[src/design/pmwc_pkg.sv]
package pmwc_pkg;
    localparam logic [2:0] CLK_SEL_IRC = 3'h0;
    localparam logic [2:0] CLK_SEL_LPOSC = 3'h1;
    localparam logic [2:0] CLK_SEL_EXTPIN = 3'h2;
    localparam logic [2:0] CLK_SEL_RTC32K = 3'h3;
    localparam logic [2:0] CLK_SEL_PLL = 3'h4;
    localparam logic [1:0] MODE_SLEEP = 2'h0;
    localparam logic [1:0] MODE_DEEP_SLEEP = 2'h1;
    localparam logic [1:0] MODE_POWER_DOWN = 2'h2;
    localparam logic [1:0] MODE_DEEP_PD = 2'h3;
    localparam int IRC_FREQ_MHZ = 12;
    localparam int WAKE_SRC_W = 8;
    localparam int WAKE_PIN_INT = 0;
    localparam int WAKE_RTC_ALARM = 1;
    localparam int WAKE_UTICK = 2;
    localparam int WAKE_WDOG = 3;
    localparam int WAKE_BROWNOUT = 4;
    localparam int WAKE_USART = 5;
    localparam int WAKE_SPI = 6;
    localparam int WAKE_I2C = 7;
    localparam int CLK_GATE_W = 8;
    localparam int DS_WAKE_NS = 1000;
    localparam int PD_WAKE_NS = 10000;
    localparam int CLK_PERIOD_NS = 10;
    localparam int DS_WAKE_CYC = (DS_WAKE_NS + CLK_PERIOD_NS - 1) / CLK_PERIOD_NS;
    localparam int PD_WAKE_CYC = (PD_WAKE_NS + CLK_PERIOD_NS - 1) / CLK_PERIOD_NS;
    localparam int CNT_W = 12;
    typedef enum logic [5:0] {
        ST_RUN = 6'b00_0001,
        ST_SLEEP = 6'b00_0010,
        ST_DEEP_SLEEP = 6'b00_0100,
        ST_POWER_DOWN = 6'b00_1000,
        ST_DEEP_PD = 6'b01_0000,
        ST_WAKE = 6'b10_0000
    } pmwc_state_type;
endpackage

[src/design/pmwc_wait_counter.sv]
`timescale 1ns/1ps
module pmwc_wait_counter
    import pmwc_pkg::*;
#(
    parameter int WIDTH = CNT_W
)(
    input wire logic clk_sys_i,
    input wire logic rst_n_i,
    input wire logic load_i,
    input wire logic [WIDTH-1:0] count_i,
    output logic done_o
);
    logic [WIDTH-1:0] cnt;
    logic [WIDTH-1:0] next_cnt;
    logic running;
    logic next_running;
    logic next_done;

    always_comb
    begin
        next_cnt = cnt;
        next_running = running;
        next_done = 1'b0;
        if (load_i)
        begin
            next_cnt = count_i;
            next_running = 1'b1;
        end
        else if (running)
        begin
            if (cnt <= WIDTH'(1))
            begin
                next_running = 1'b0;
                next_done = 1'b1;
                next_cnt = '0;
            end
            else
            begin
                next_cnt = cnt - WIDTH'(1);
            end
        end
    end

    always_ff @(posedge clk_sys_i or negedge rst_n_i)
    begin
        if (!rst_n_i)
        begin
            cnt <= '0;
            running <= 1'b0;
            done_o <= 1'b0;
        end
        else
        begin
            cnt <= next_cnt;
            running <= next_running;
            done_o <= next_done;
        end
    end
endmodule

[src/design/pmwc_top.sv]
`timescale 1ns/1ps
module pmwc_top
    import pmwc_pkg::*;
(
    input wire logic clk_sys_i,
    input wire logic arst_n_i,
    input wire logic [2:0] clk_sel_i,
    input wire logic clk_sel_wr_i,
    input wire logic pll_en_i,
    input wire logic [1:0] mode_req_i,
    input wire logic wfi_i,
    input wire logic [CLK_GATE_W-1:0] periph_in_use_i,
    input wire logic keep_rtc32k_i,
    input wire logic keep_lposc_i,
    input wire logic keep_brownout_i,
    input wire logic [WAKE_SRC_W-1:0] wake_src_i,
    input wire logic [WAKE_SRC_W-1:0] sys_wake_en_i,
    input wire logic [WAKE_SRC_W-1:0] core_irq_en_i,
    input wire logic irq_pending_i,
    input wire logic brownout_flag_lvl_i,
    input wire logic brownout_rst_lvl_i,
    input wire logic brownout_rst_en_i,
    input wire logic brownout_flag_clr_i,
    input wire logic wdog_enable_i,
    input wire logic wdog_cfg_wr_i,
    output logic [2:0] clk_src_o,
    output logic pll_on_o,
    output logic core_clk_en_o,
    output logic [CLK_GATE_W-1:0] periph_clk_en_o,
    output logic irc_on_o,
    output logic lposc_on_o,
    output logic extpin_on_o,
    output logic rtc32k_on_o,
    output logic analog_on_o,
    output logic flash_standby_o,
    output logic flash_off_o,
    output logic brownout_on_o,
    output logic pin_hold_o,
    output logic retain_o,
    output logic main_power_o,
    output logic [1:0] mode_o,
    output logic wake_o,
    output logic brownout_flag_o,
    output logic brownout_irq_o,
    output logic chip_reset_o,
    output logic wdog_locked_o,
    output logic wdog_cfg_we_o
);
    logic rst_s1;
    logic rst_n;
    pmwc_state_type state;
    pmwc_state_type next_state;
    logic [2:0] clk_src;
    logic [2:0] next_clk_src;
    logic pll_on;
    logic next_pll_on;
    logic [1:0] mode;
    logic [1:0] next_mode;
    logic wait_load;
    logic [CNT_W-1:0] wait_count;
    logic wait_done;
    logic wake_hit;
    logic next_core_clk_en;
    logic [CLK_GATE_W-1:0] next_periph_clk_en;
    logic next_irc_on;
    logic next_lposc_on;
    logic next_extpin_on;
    logic next_rtc32k_on;
    logic next_analog_on;
    logic next_flash_standby;
    logic next_flash_off;
    logic next_brownout_on;
    logic next_pin_hold;
    logic next_retain;
    logic next_main_power;
    logic next_wake;
    logic next_brownout_flag;
    logic next_brownout_irq;
    logic next_chip_reset;
    logic next_wdog_locked;
    logic next_wdog_cfg_we;

    function automatic logic [CLK_GATE_W-1:0] gate_all(input logic on);
        gate_all = on ? '1 : '0;
    endfunction

    always_ff @(posedge clk_sys_i or negedge arst_n_i)
    begin
        if (!arst_n_i)
        begin
            rst_s1 <= 1'b0;
            rst_n <= 1'b0;
        end
        else
        begin
            rst_s1 <= 1'b1;
            rst_n <= rst_s1;
        end
    end

    pmwc_wait_counter #(
        .WIDTH(CNT_W)
    ) u_wait (
        .clk_sys_i(clk_sys_i),
        .rst_n_i(rst_n),
        .load_i(wait_load),
        .count_i(wait_count),
        .done_o(wait_done)
    );

    // qualified wake: both enables must be set
    assign wake_hit = |(wake_src_i & sys_wake_en_i & core_irq_en_i);

    // clock source and pll control
    always_comb
    begin
        next_clk_src = clk_src;
        next_pll_on = pll_en_i;
        if (clk_sel_wr_i && clk_sel_i <= CLK_SEL_PLL)
        begin
            next_clk_src = clk_sel_i;
        end
    end

    // mode sequencer
    always_comb
    begin
        next_state = state;
        next_mode = mode;
        wait_load = 1'b0;
        wait_count = '0;
        next_wake = 1'b0;
        case (state)
            ST_RUN:
            begin
                if (wfi_i)
                begin
                    next_mode = mode_req_i;
                    case (mode_req_i)
                        MODE_SLEEP: next_state = ST_SLEEP;
                        MODE_DEEP_SLEEP: next_state = ST_DEEP_SLEEP;
                        MODE_POWER_DOWN: next_state = ST_POWER_DOWN;
                        default: next_state = ST_DEEP_PD;
                    endcase
                end
            end
            ST_SLEEP:
            begin
                if (irq_pending_i)
                begin
                    next_state = ST_RUN;
                    next_wake = 1'b1;
                end
            end
            ST_DEEP_SLEEP:
            begin
                if (wake_hit)
                begin
                    wait_load = 1'b1;
                    wait_count = CNT_W'(DS_WAKE_CYC);
                    next_state = ST_WAKE;
                end
            end
            ST_POWER_DOWN:
            begin
                if (wake_hit)
                begin
                    wait_load = 1'b1;
                    wait_count = CNT_W'(PD_WAKE_CYC);
                    next_state = ST_WAKE;
                end
            end
            ST_DEEP_PD:
            begin
                // only the rtc alarm; the reset pin acts through arst_n_i
                if (wake_src_i[WAKE_RTC_ALARM])
                begin
                    next_state = ST_RUN;
                    next_wake = 1'b1;
                end
            end
            ST_WAKE:
            begin
                if (wait_done)
                begin
                    next_state = ST_RUN;
                    next_wake = 1'b1;
                end
            end
            default: next_state = ST_RUN;
        endcase
    end

    // gating outputs from next state
    always_comb
    begin
        next_core_clk_en = 1'b1;
        next_periph_clk_en = gate_all(1'b1);
        next_irc_on = 1'b1;
        next_lposc_on = 1'b1;
        next_extpin_on = (next_clk_src == CLK_SEL_EXTPIN);
        next_rtc32k_on = 1'b1;
        next_analog_on = 1'b1;
        next_flash_standby = 1'b0;
        next_flash_off = 1'b0;
        next_brownout_on = 1'b1;
        next_pin_hold = 1'b0;
        next_retain = 1'b0;
        next_main_power = 1'b1;
        case (next_state)
            ST_SLEEP:
            begin
                next_core_clk_en = 1'b0;
                next_periph_clk_en = periph_in_use_i;
                next_pin_hold = 1'b1;
                next_retain = 1'b1;
            end
            ST_DEEP_SLEEP, ST_WAKE:
            begin
                next_core_clk_en = 1'b0;
                next_periph_clk_en = gate_all(1'b0);
                next_irc_on = 1'b0;
                next_extpin_on = 1'b0;
                next_lposc_on = keep_lposc_i;
                next_rtc32k_on = keep_rtc32k_i;
                next_analog_on = 1'b0;
                next_brownout_on = keep_brownout_i;
                next_flash_standby = (next_mode == MODE_DEEP_SLEEP);
                next_flash_off = (next_mode == MODE_POWER_DOWN);
                next_pin_hold = 1'b1;
                next_retain = 1'b1;
            end
            ST_POWER_DOWN:
            begin
                next_core_clk_en = 1'b0;
                next_periph_clk_en = gate_all(1'b0);
                next_irc_on = 1'b0;
                next_extpin_on = 1'b0;
                next_lposc_on = keep_lposc_i;
                next_rtc32k_on = keep_rtc32k_i;
                next_analog_on = 1'b0;
                next_flash_off = 1'b1;
                next_brownout_on = keep_brownout_i;
                next_pin_hold = 1'b1;
                next_retain = 1'b1;
            end
            ST_DEEP_PD:
            begin
                next_core_clk_en = 1'b0;
                next_periph_clk_en = gate_all(1'b0);
                next_irc_on = 1'b0;
                next_lposc_on = 1'b0;
                next_extpin_on = 1'b0;
                next_rtc32k_on = 1'b1;
                next_analog_on = 1'b0;
                next_flash_off = 1'b1;
                next_brownout_on = 1'b0;
                next_main_power = 1'b0;
            end
            default:
            begin
                next_core_clk_en = 1'b1;
            end
        endcase
    end

    // brownout and watchdog lock
    always_comb
    begin
        next_brownout_flag = brownout_flag_o;
        if (brownout_flag_clr_i)
        begin
            next_brownout_flag = 1'b0;
        end
        if (brownout_flag_lvl_i || brownout_rst_lvl_i)
        begin
            next_brownout_flag = 1'b1;
        end
        next_brownout_irq = next_brownout_flag;
        next_chip_reset = brownout_rst_lvl_i && brownout_rst_en_i;
        next_wdog_locked = wdog_locked_o | wdog_enable_i;
        next_wdog_cfg_we = wdog_cfg_wr_i && !wdog_locked_o;
    end

    always_ff @(posedge clk_sys_i or negedge rst_n)
    begin
        if (!rst_n)
        begin
            state <= ST_RUN;
            mode <= MODE_SLEEP;
            clk_src <= CLK_SEL_IRC;
            pll_on <= 1'b0;
            clk_src_o <= CLK_SEL_IRC;
            pll_on_o <= 1'b0;
            core_clk_en_o <= 1'b1;
            periph_clk_en_o <= '1;
            irc_on_o <= 1'b1;
            lposc_on_o <= 1'b1;
            extpin_on_o <= 1'b0;
            rtc32k_on_o <= 1'b1;
            analog_on_o <= 1'b1;
            flash_standby_o <= 1'b0;
            flash_off_o <= 1'b0;
            brownout_on_o <= 1'b1;
            pin_hold_o <= 1'b0;
            retain_o <= 1'b0;
            main_power_o <= 1'b1;
            mode_o <= MODE_SLEEP;
            wake_o <= 1'b0;
            brownout_flag_o <= 1'b0;
            brownout_irq_o <= 1'b0;
            chip_reset_o <= 1'b0;
            wdog_locked_o <= 1'b0;
            wdog_cfg_we_o <= 1'b0;
        end
        else
        begin
            state <= next_state;
            mode <= next_mode;
            clk_src <= next_clk_src;
            pll_on <= next_pll_on;
            clk_src_o <= next_clk_src;
            pll_on_o <= next_pll_on;
            core_clk_en_o <= next_core_clk_en;
            periph_clk_en_o <= next_periph_clk_en;
            irc_on_o <= next_irc_on | (next_clk_src == CLK_SEL_IRC &&
                next_state == ST_RUN);
            lposc_on_o <= next_lposc_on;
            extpin_on_o <= next_extpin_on;
            rtc32k_on_o <= next_rtc32k_on;
            analog_on_o <= next_analog_on;
            flash_standby_o <= next_flash_standby;
            flash_off_o <= next_flash_off;
            brownout_on_o <= next_brownout_on;
            pin_hold_o <= next_pin_hold;
            retain_o <= next_retain;
            main_power_o <= next_main_power;
            mode_o <= next_mode;
            wake_o <= next_wake;
            brownout_flag_o <= next_brownout_flag;
            brownout_irq_o <= next_brownout_irq;
            chip_reset_o <= next_chip_reset;
            wdog_locked_o <= next_wdog_locked;
            wdog_cfg_we_o <= next_wdog_cfg_we;
        end
    end
endmodule

[config.mk]
export PLATFORM = sky130hd
export DESIGN_NAME = pmwc_top
export DESIGN_NICKNAME = d
export VERILOG_FILES = /design/src/design/pmwc_pkg.sv /design/src/design/pmwc_wait_counter.sv /design/src/design/pmwc_top.sv
export SDC_FILE = /design/constraint.sdc
export NUM_CORES = 1
export LEC_CHECK = 0
export ABC_AREA = 1
export BUFFER_PORTS_ARGS = -buffer_cell sky130_fd_sc_hd__buf_2
export CAP_MARGIN = 20
export CORE_ASPECT_RATIO = 1.5
export CORE_MARGIN = 2
export CORE_UTILIZATION = 30
export CTS_BUF_LIST = sky130_fd_sc_hd__clkbuf_16
export CTS_CLUSTER_SIZE = 12
export DETAILED_ROUTE_END_ITERATION = 12
export SLEW_MARGIN = 20
export SYNTH_ARGS = -nofsm -noshare
export SYNTH_HDL_FRONTEND = slang
export SYNTH_SLANG_ARGS = --single-unit
[constraint.sdc]
create_clock -name clk_sys_i -period 5.1 [get_ports clk_sys_i]
set_clock_uncertainty 0.15 [all_clocks]
set_input_delay 1.02 -clock clk_sys_i [delete_from_list [all_inputs] [get_ports clk_sys_i]]
set_output_delay 1.02 -clock clk_sys_i [all_outputs]
set_load 0.02 [all_outputs]
[Yosys cells after proc, flatten, opt, wreduce, memory -nomap -nowiden]
Cells that the tools add are included.
Storage, ports and cells
  logic and storage cells: 109
  input port bits: 52
  output and inout bits: 32
  flip-flop bits (word level): 52
Cells by class
  reduce and logical (&&, ||, !) cells: 18
  order comparisons: 2
  add/sub/neg operators: 1
  mux-type cells: 41
  equality and inequality tests: 17
  bitwise logic cells: 4
Operators with widths (count)
  12-bit 2-to-1 mux: 3
  6-bit 2-to-1 mux: 5
  6-bit case mux with 5 select lines: 1
  1-bit 2-to-1 mux: 20
  10-bit case mux with 2 select lines: 1
  8-bit AND: 2
  8-bit case mux with 2 select lines: 1
  5-bit case mux with 3 select lines: 1
  6-bit by 1-bit == test with 1-bit output, second input constant: 2
  6-bit by 2-bit == test with 1-bit output, second input constant: 2
  6-bit by 3-bit == test with 1-bit output, second input constant: 2
  6-bit by 4-bit == test with 1-bit output, second input constant: 2
  6-bit by 5-bit == test with 1-bit output, second input constant: 2
  6-bit == test, second input constant: 2
  12-bit by 1-bit less-or-equal comparator with 1-bit output, second input constant: 1
  12-bit by 1-bit subtractor with 12-bit output, second input constant: 1
  10-bit 2-to-1 mux: 1
  4-bit OR reduction: 2
  8-bit OR reduction: 1
  7-bit 2-to-1 mux: 1
  1-bit case mux with 2 select lines: 3
  2-bit OR reduction: 3
  5-bit OR reduction: 1
  2-bit by 1-bit == test with 1-bit output, second input constant: 2
  other kinds (14): 21

[Logic depth before layout (Yosys ltp)]
Gate-level depths: netlist of the first run.
  depth in word-level cells: 9
  depth in mapped cells: 10

[Hierarchy]
From an unflattened synthesis of the first run, not the netlist that was laid out.
Second synthesis, totals
  cells, all modules: 306
  area, all modules: 2677.6 um2
By module, submodules not included
  pmwc_top: area an instance 1700.4 um2, cells an instance 179, times used 1
  pmwc_wait_counter: area an instance 977.2 um2, cells an instance 127, times used 1

[Worst setup path after synthesis of the first run]
No wires, ideal clock.
  path type: in2reg
  from: input port core_irq_en_i[5]
  to: register u_wait.cnt[3]
  buffers on the path: 1
  setup slack: 2.970 ns
  cell stages on the path: 10
  required time: 4.873 ns
  arrival time: 1.902 ns
  cells stage by stage: nand3_1 > nand2_1 > nor2_1 > nand2_1 > nand2_2 > buf_6 > inv_2 > nor2_4 > o21ai_1 > a21oi_1
Between the ends
  cells in the longest elaborated chain, start to end: 5
  elaborated cells between the ends (all ways): 8
  those cells by class: 5 x mux; 1 x bitwise; 2 x reduce/logical
Ends and longest elaborated chain
  from (decl): RTL line pmwc_top.sv:18  | input wire logic [WAKE_SRC_W-1:0] core_irq_en_i,
  8-bit AND (*): RTL line pmwc_top.sv:112  | assign wake_hit = |(wake_src_i & sys_wake_en_i & core_irq_en_i);
  8-bit OR reduction (*): RTL line pmwc_top.sv:112
  10-bit 2-to-1 mux / 1-bit 2-to-1 mux (equally long branches): RTL line pmwc_top.sv:166, pmwc_top.sv:157
  10-bit case mux with 2 select lines / 1-bit 2-to-1 mux (equally long branches)
  12-bit 2-to-1 mux / 2-bit nonzero test (equally long branches)
  to (signal assigned): RTL line pmwc_wait_counter.sv:54  | cnt <= next_cnt;
  to (decl): RTL line pmwc_wait_counter.sv:13  | logic [WIDTH-1:0] cnt;
Every way passes the cells marked *; elsewhere a longest branch is shown, timed or not.
A chain may end at the register's enable or synchronous reset.

[Worst setup path after layout of the first run]
  from: input port core_irq_en_i[0]
  to: register lposc_on_o
Between the ends
  cells in the longest elaborated chain, start to end: 7
  elaborated cells between the ends (all ways): 10
  those cells by class: 4 x eq/ne; 3 x mux; 1 x bitwise; 2 x reduce/logical
Ends and longest elaborated chain
  8-bit AND (*): RTL line pmwc_top.sv:112
  8-bit OR reduction (*): RTL line pmwc_top.sv:112
  6-bit 2-to-1 mux (*): RTL line pmwc_top.sv:157, pmwc_top.sv:166
  6-bit case mux with 5 select lines (*): RTL line pmwc_top.sv:133  | case (state)
  named net next_state[5]: RTL line pmwc_top.sv:52  | pmwc_state_type next_state;
  6-bit by 4-bit == test with 1-bit output, or another cell as far along: RTL line pmwc_top.sv:210  | case (next_state)
  3-bit OR reduction (no source line)
  1-bit case mux with 2 select lines (*): RTL line pmwc_top.sv:210
  named net next_lposc_on: RTL line pmwc_top.sv:66  | logic next_lposc_on;
  to (signal assigned): RTL line pmwc_top.sv:328  | lposc_on_o <= next_lposc_on;
  to (decl): RTL line pmwc_top.sv:31  | output logic lposc_on_o,
The timed path passes the listed nets; every way through them passes the cells marked *.

==> out/metrics.yaml, run 1 <==
outcome: "finished, final reports clean"
final_max_slew_viol_count: 0
syn_to_final_growth_pct: 28.4
grt_max_degree: 38
wl_um: 5690
drtPass1Iterations: 4
r2r_cells: 9
crit_start: "core_irq_en_i[0]"
fin_nets: 422
synth-seq-area-share: 0.536
leakage_uw: 0.00163
port_buffers: 83
synth.area.mux_share: 0
place_area_um2: 2990
fill_cells: 839
tns_ns: 0
ys_types: 34
drive_gt1_frac: 0.363
start_util: 0.308
synthSimpleGateAreaFrac: 0.274
final_cells: 474
ctsHoldBuffers: 0
ioPinCount: 84
synth_top_family_by_area: "simple AND/OR/NAND/NOR gates"
die-area_um2: 8970
cts_root_buf: "clkbuf_16"
synthAdderAreaFrac: 0.0102
hp-class: "reg2async"
synth_top_area_share: 0.366
worstPathArrival_ns: 2.33
dp.cells: 466
core_um2: 8010
rsz0062_at_grt: "false"
finalWorstSetupSlack_ns: 2.84
timing.final.crit_share: 0.443
setup_viol_count_final: 0
place.gp.congestion: 0.811
finalCriticalPeriod_ns: 2.26
route.detailed.drc: 0
syn-num-nets: 334
synthTopCellsByArea: "dfrtp_1 (37%), dfstp_2 (17%), nand2_1 (8.4%)"
synthArstFlopShare: 1.00
antenna_found_initial: 0
num_antenna_cells: 0
synth-compound-area-share: 0.0757
grt_remaining_overflow: 0
peakVddDrop_mv: 0.254
cts-resized-gates: 0
end_kind: "flop"
fp-row-count: 40
cap_violations: 0
htreeDepth: 2
cts-buffers-inserted: 5
r2r_slack_ns: 3.11
hold_viol_final: 0
worst_setup_path_start_kind: "input pin"
viasPerCell: 4.49
post-place-ws_ns: 2.52
grt_usage: 0.134
yosys.area_share.xor_xnor: 0.0249
timing.fmax_mhz: 443
synth_ff_type: "dfrtp_1"
dp_hpwl_um: 4550
synth_seq_cells: 52
crit_end: "lposc_on_o"
vias: 2127
drtIter0Drc: 71
yosysWarnings: 0
die_y_um: 115
wire_per_inst_um: 12.0
clk_latency_ns: 0.29
crit_type: "in2reg"
avgSynthCellArea_um2: 8.80
synth_edf_count: 0
drtAntennaViolNets: 0
critPathRequiredTime_ns: 5.17
fin_area_um2: 3160
dieWidth_um: 78.0
synthTopCellsByCount: "nand2_1 (55), inv_1 (39), dfrtp_1 (36)"
yosysTopAreaCell: "dfrtp_1"
cp_max_fo: 11
cts_buffer_depth: 2
grt_pass1_vias: 2128
yosysMostFrequentCell: "nand2_1"
clk_pin_slew_worst_paths_ns: 0.07
grt_pass1_wl_um: 9490
r2r-end: "u_wait.cnt[10]"
netlist_area_um2: 2460
p_per_area_nw_per_um2: 599
cts_tree: "yes"
cts.sinks: 52
post-cts-setup-buffer-count: 0
netlist_instances: 280
r2r_start: "u_wait.cnt[0]"
-- registers in the layout, summed over array words and instances (netlist names), 2 cells and up --
register and cells:
u_wait.cnt 12, periph_clk_en_o 8, state 6, clk_src 3
mode 2
-- worst max-delay path, cell delays in order --
cell and delay, ns:
buf_2 0.10, nand3_1 0.07, nand2_1 0.05, nor2_1 0.16, nand2_1 0.14, nand2_2 0.23, o21ai_2 0.11, nor2_2 0.20
nand2_1 0.12, nand2_1 0.08, nand2_1 0.05
-- worst min-delay path by stage --
| stage | from | to | slack [ns] | cells past startpoint |
|---|---|---|---|---|
| 6_report | rst_n | clk_src[1] | 0.001 | 0 |
| 5_1_grt | rst_n | clk_src[1] | 0.04 | 0 |
| 4_1_cts | rst_n | clk_src[1] | 0.01 | 0 |
| 3_5_place_dp | rst_n | clk_src[1] | 0.002 | 0 |
| 3_3_place_gp | rst_n | clk_src[1] | 0.009 | 0 |
| 2_1_floorplan | rst_s1 | rst_n | 0.18 | 0 |
-- logic make-up (layout without fill, tap and decap cells) --
family | Yosys count | count (layout)
AOI/OAI and AO/OA | 31 | 31
and+or+nand+nor | 140 | 140
adders and majority gates | 2 | 2
DFF | 52 | 52
xor gates and xnor gates | 7 | 7
other | 1 | 1
buffers and inverters | 47 | 136
-- where the power goes --
group	switching, uW	internal, uW	total [uW]
registers	90.0	606	696
logic	540	274	813
clock network	150	234	384
-- routing by layer --
metal	global-route usage	vias up	share of wire	wire [um]
met3	0.0306	14	0.044	252
met1	0.144	993	0.37	2120
met4	0.0620	0	0.028	161
met2	0.247	60	0.56	3160
li1	-	1060	-	-
met5	0	-	0	0
-- layout make-up --
| type | instances | area [um2] | share of cell area |
|---|---|---|---|
| flip-flops and latches | 52 | 1320 | 0.418 |
| multi-input cells | 181 | 951 | 0.301 |
| repair buffers | 84 | 423 | 0.134 |
| inverters | 44 | 165 | 0.0522 |
| well taps | 105 | 131 | 0.0415 |
| clock buffers | 5 | 125 | 0.0396 |
| clock inverters | 3 | 45.0 | 0.0142 |
-- metrics by stage --
stage          total power, uW  utilization  hold slack [ns]
2_1_floorplan             1300            -            0.181
3_5_place_dp              1530        0.374          0.00166
5_1_grt                   2060        0.395           0.0359
4_1_cts                   1930        0.395          0.00955
6_report                  1890        0.395          0.00125
3_3_place_gp              1520        0.374          0.00893
-- cells in the final DEF, fill, tap and decap left out, types with 5 or more instances in the layout --
master and count:
dfstp_2 16, o21ai_0 14, nand3_1 22, inv_1 39, nor3_1 5, nand2_1 55, nand4_1 8, inv_2 5
dfrtp_1 35, xor2_1 6, clkbuf_16 5, buf_2 83, a21oi_1 8, nor2_1 32
(Power assumes the default switching activity.)
==> run 2, diff against run 1 <==
==> constraint.sdc (replaced) <==
create_clock -name clk_sys_i -period 1.9 [get_ports clk_sys_i]
set_clock_uncertainty 0.15 [all_clocks]
set_input_delay 0.38 -clock clk_sys_i [delete_from_list [all_inputs] [get_ports clk_sys_i]]
set_output_delay 0.38 -clock clk_sys_i [all_outputs]
set_load 0.02 [all_outputs]
==> run 2 against run 1 <==
  * Clock power increased by 140%
  * Design area increased by 2.0%
  * Sequential cell count unchanged
  * Utilization increased by 0.80 points
  * Cell count increased by 1.5%
  * Global-route usage increased by 0.38 points
  * Critical endpoint is now u_wait.cnt[11]
  * Die area unchanged
  * Worst setup slack got worse by 2.7 ns
  * Via count decreased by 0.33%
  * First-iteration DRC count decreased by 17%
  * Combinational power increased to 2.8 times the previous value
  * Critical path type is now reg2reg
  * Highest routed layer unchanged
  * Sequential share of layout area decreased by 0.83 points
==> out/metrics.yaml, run 2 (synthesis results as in run 1) <==
outcome: "finished, final reports clean"
die-area_um2: 8970
fill_cells: 840
tightest_slew_ns: 0.546
crit_type: "reg2reg"
worst_setup_path_start_kind: "flop"
grt_pass1_vias: 2172
finalPower_uw: 5080
htreeDepth: 2
post-place-ws_ns: 0.0222
critPathRequiredTime_ns: 1.92
hold_viol_final: 0
largest_register_ffs: 12
dp.cells: 471
drive_gt1_frac: 0.380
route.detailed.drc: 0
p_per_area_nw_per_um2: 1570
final_cells: 481
final_cell_mix: "buf_2 (83), nand2_1 (55), inv_1 (39)"
drtAntennaViolNets: 0
dieWidth_um: 78.0
cts_root_buf: "clkbuf_16"
hp-class: "in2reg"
grt_usage: 0.137
viasPerCell: 4.41
cts_buffer_depth: 2
cp_max_fo: 4
clk_pin_slew_worst_paths_ns: 0.07
r2r_start: "u_wait.cnt[2]"
finalCriticalPeriod_ns: 1.80
port_buffers: 83
finalHoldWorstSlack_ns: 0.0442
fp-row-count: 40
drtIter0Drc: 59
vias: 2120
die_y_um: 115
setup_viol_count_final: 0
rsz0062_at_grt: "true"
finalWorstSetupSlack_ns: 0.0956
start_util: 0.308
cts-buffers-inserted: 5
timing.final.crit_share: 0.950
core_um2: 8010
worstHoldStart: "pll_en_i"
cap_violations: 0
peakVddDrop_mv: 0.595
cts_tree: "yes"
place.gp.congestion: 0.845
grt_remaining_overflow: 0
fin_area_um2: 3230
drtPass1Iterations: 4
end_kind: "flop"
clk_latency_ns: 0.30
place_area_um2: 3040
num_antenna_cells: 0
top_regs: "u_wait.cnt: 12 flops, periph_clk_en_o: 8 flops, state: 6 flops"
leakage_uw: 0.00166
ioPinCount: 84
grt_pass1_wl_um: 9780
final_common_cell: "buf_2"
antenna_found_initial: 0
worstPathArrival_ns: 1.83
dp_hpwl_um: 4670
wl_um: 5830
fin_nets: 429
crit_start: "u_wait.cnt[2]"
grt_max_degree: 25
final_max_slew_viol_count: 0
wire_per_inst_um: 12.1
syn_to_final_growth_pct: 31.0
relSlewSlack: 0.636
timing.fmax_mhz: 554
cts.sinks: 52
top_register: "u_wait.cnt"
-- run 2: cell types whose count changed in the layout (fill, tap and decap cells not counted), sizes merged --
| cell | change |
|---|---|
| buf | +6 |
| dlygate4sd3 | +1 |
| clkinv | +1 |
| bufinv | -1 |
-- run 2: worst paths after layout --
kind | end | depth (start not counted) | slack (ns)
setup / recovery | u_wait.cnt[11] | 7 | 0.1
hold / removal | pll_on_o | 1 | 0.04
setup reg to reg | u_wait.cnt[11] | 7 | 0.1
hold reg to reg | clk_src[0] | 0 | 0.11
max in group asynchronous | main_power_o | 1 | 0.92
min in group asynchronous | clk_src[0] | 0 | 0.11
-- run 2: per-stage QoR --
stage          utilization  setup TNS, ns
6_report             0.403              0
5_1_grt              0.403        -0.0348
4_1_cts              0.400              0
3_5_place_dp         0.380              0
3_3_place_gp         0.380              0
2_1_floorplan            -              0
-- run 2: area by class of cell --
cell class / instances / area (um2) / area share
Clock buffer: 5 / 125 / 0.0388
Clock inverter: 3 / 26.3 / 0.00814
Inverter: 44 / 165 / 0.0512
Multi-Input combinational cell: 181 / 966 / 0.299
Sequential cell: 52 / 1320 / 0.410
Tap cell: 105 / 131 / 0.0407
Timing Repair Buffer: 91 / 490 / 0.152
-- run 2: worst max-delay path, stage by stage (launching register included) --
cell and delay [ns]:
dfrtp_1 0.41, nor3_1 0.40, nand2_1 0.17, nor2_1 0.18, nand2_1 0.09, xor2_1 0.15, nand3_1 0.06, o21ai_0 0.07
-- run 2: power by group --
part           internal, uW  switching (uW)
Combinational           800            1460
Sequential             1630             257
Clock                   501             432
-- run 2: repair_timing --
action | 4_1_cts | 5_1_grt
resized for setup | 0 | 4
setup buffers | 0 | 1
hold buffers | 1 | 0
setup endpoints to repair | 0 | 23
endpoints found under the hold margin | 2 | 0
-- run 2: metal layers --
metal / up-vias / global-route usage / wire length [um]
li1: 1071 / - / -
met1: 989 / 0.146 / 2210
met2: 46 / 0.260 / 3230
met3: 14 / 0.0267 / 216
met4: 0 / 0.0620 / 181
met5: - / 0 / 0
==> run 3, diff against run 2 <==
--- a/config.mk
+++ b/config.mk
@@ -5,7 +5,6 @@
 export SDC_FILE = /design/constraint.sdc
 export NUM_CORES = 1
 export LEC_CHECK = 0
-export ABC_AREA = 1
 export BUFFER_PORTS_ARGS = -buffer_cell sky130_fd_sc_hd__buf_2
 export CAP_MARGIN = 20
 export CORE_ASPECT_RATIO = 1.5
==> run 3 against run 2 <==
  * The run now ends with negative setup slack left
  * Critical path depth shrank 1
  * Worst setup slack worse by 0.44 ns
  * Fmax down 20%
  * Critical path type unchanged
  * Critical endpoint is now brownout_on_o
==> out/metrics.yaml, run 3 <==
outcome: "finished with violations"
violations: "negative setup slack"
rsz0062_at_grt: "true"
seqPwrFrac: 0.301
synth-seq-area-share: 0.515
dp.cells: 478
num_antenna_cells: 0
finalCriticalPeriod_ns: 2.25
viasPerCell: 4.95
wire_per_inst_um: 14.7
syn-num-nets: 296
hold_viol_final: 0
synth_ff_type: "dfrtp_1"
worstHoldStart: "pll_en_i"
swShare: 0.384
setup_viol_count_final: 37
worst_setup_path_start_kind: "flop"
r2r_cells: 6
clk_pin_slew_worst_paths_ns: 0.07
critPathRequiredTime_ns: 1.96
final_util: 0.495
finalPower_uw: 6250
top_register: "u_wait.cnt"
htreeDepth: 2
synth_edf_count: 0
yosysMostFrequentCell: "dfrtp_1"
grt_usage: 0.158
final_cells: 499
grt_pass1_wl_um: 11400
p_int_uw: 3850
synth_seq_cells: 52
cts_root_buf: "clkbuf_16"
ys_types: 63
port_buffers: 83
final_max_slew_viol_count: 0
fin_area_um2: 4140
cap_violations: 0
hp-class: "in2reg"
grt_pass1_vias: 2464
drive_gt1_frac: 0.612
leakage_uw: 0.00201
peakVddDrop_mv: 0.578
r2r_slack_ns: -0.35
use_met2: 0.297
drtPass1Iterations: 4
top_regs: "u_wait.cnt: 12 flops, periph_clk_en_o: 8 flops, state: 6 flops"
grt_remaining_overflow: 0
clk_latency_ns: 0.30
dieWidth_um: 79.5
grt_max_degree: 51
drtIter0Drc: 51
r2r_start: "state[0]"
timing.final.crit_share: 1.18
start_util: 0.307
fp-row-count: 41
p_per_area_nw_per_um2: 1510
yosysWarnings: 0
drtAntennaViolNets: 0
use_met1: 0.165
tns_ns: -7.45
grtUsageMet3: 0.0299
route.detailed.drc: 0
cts_buffer_depth: 2
crit_type: "reg2reg"
antenna_found_initial: 0
final_cell_mix: "buf_2 (83), buf_4 (52), dfrtp_1 (34)"
netlist_area_um2: 2570
synthTopCellsByCount: "dfrtp_1 (36), nand2_1 (17), dfstp_2 (16)"
place_area_um2: 3580
die-area_um2: 9330
fill_cells: 768
final_common_cell: "buf_2"
hold_depth: 1
fin_nets: 445
tightest_slew_ns: 0.771
largest_register_ffs: 12
wl_um: 7350
synthArstFlopShare: 1.00
end_kind: "flop"
cp_max_fo: 5
cts-buffers-inserted: 5
die_y_um: 117
r2r-end: "brownout_on_o"
min_to: "pll_on_o"
synthTopCellsByArea: "dfrtp_1 (35%), dfstp_2 (16%), a21o_1 (3.5%)"
ioPinCount: 84
timing.fmax_mhz: 445
p_comb_frac: 0.533
synth_top_area_share: 0.351
cts.sinks: 52
grt_busiest_layer: "met2"
relSlewSlack: 0.486
worstPathArrival_ns: 2.31
register_area_um2: 1320
power.switching_uw: 2400
multiInputGateArea_um2: 1450
yosysTopAreaCell: "dfrtp_1"
dp_hpwl_um: 5270
core_um2: 8360
place.gp.congestion: 0.874
finalWorstSetupSlack_ns: -0.348
syn_to_final_growth_pct: 61.2
avgSynthCellArea_um2: 10.6
clock_power_share: 0.167
vias: 2472
cts_tree: "yes"
netlist_instances: 242
## run 3: kinds of logic after synthesis
| family | after synthesis | share of synthesized area |
|---|---|---|
| xor+xnor | 3 | 0.0102 |
| compound gates | 69 | 0.203 |
| fa+ha+maj | 3 | 0.0141 |
| mux | 2 | 0.00829 |
| simple gates | 88 | 0.207 |
| flops | 52 | 0.515 |
| other cells | 1 | 0.00146 |
| buf+inv | 24 | 0.0414 |
## run 3: cell type report
class / count / area share
clock inverter: 3 / 0.0103
tap: 107 / 0.0324
clock buffer: 5 / 0.0302
sequential: 52 / 0.320
timing repair buffer: 151 / 0.242
multi-input combinational: 166 / 0.351
inverter: 15 / 0.0136
## run 3: how the worst max path moves through the flow
stage	to	start	cells after the start
floorplan	rtc32k_on_o	state[2]	6
global placement	rtc32k_on_o	state[2]	6
detailed placement	rtc32k_on_o	state[2]	6
CTS	lposc_on_o	state[3]	6
global route	lposc_on_o	state[3]	6
finish	brownout_on_o	state[0]	6
## run 3: stage by stage
stage                     setup WS (ns)  hold slack (ns)
after global routing             -0.403           0.0240
final                            -0.348           0.0342
after detailed placement         -0.398           0.0215
after CTS                        -0.367           0.0280
after global placement           -0.346           0.0171
after floorplan                  -0.363          -0.0656
## run 3: power groups by stage
stage | sequential (uW) | clock [uW] | combinational (uW)
2_1_floorplan | 2120 | 0 | 1420
3_3_place_gp | 1850 | 0 | 2750
3_5_place_dp | 1860 | 0 | 2800
4_1_cts | 1850 | 1070 | 3040
5_1_grt | 1920 | 1110 | 3600
6_report | 1880 | 1040 | 3330
## run 3: critical path: stages (launching register included)
cell and delay, ns:
dfstp_2 0.37, or4_4 0.54, or4b_4 0.52, and3_4 0.21
nand3b_4 0.08, o31ai_4 0.09, o211ai_1 0.20
## run 3: per-layer routing
layer	vias to the layer above	share of wire
met5	-	0
met4	0	0.019
met3	7	0.025
met2	37	0.60
met1	1243	0.36
li1	1185	-
## run 3: timing repair
item                       in CTS  in global routing
hold buffers                    1                  0
setup endpoints to repair      39                 41
setup buffers                   6                  7
pin swaps                      17                 27
gates resized for setup        29                 40
cloned                          0                  1
hold endpoints to repair        2                  0
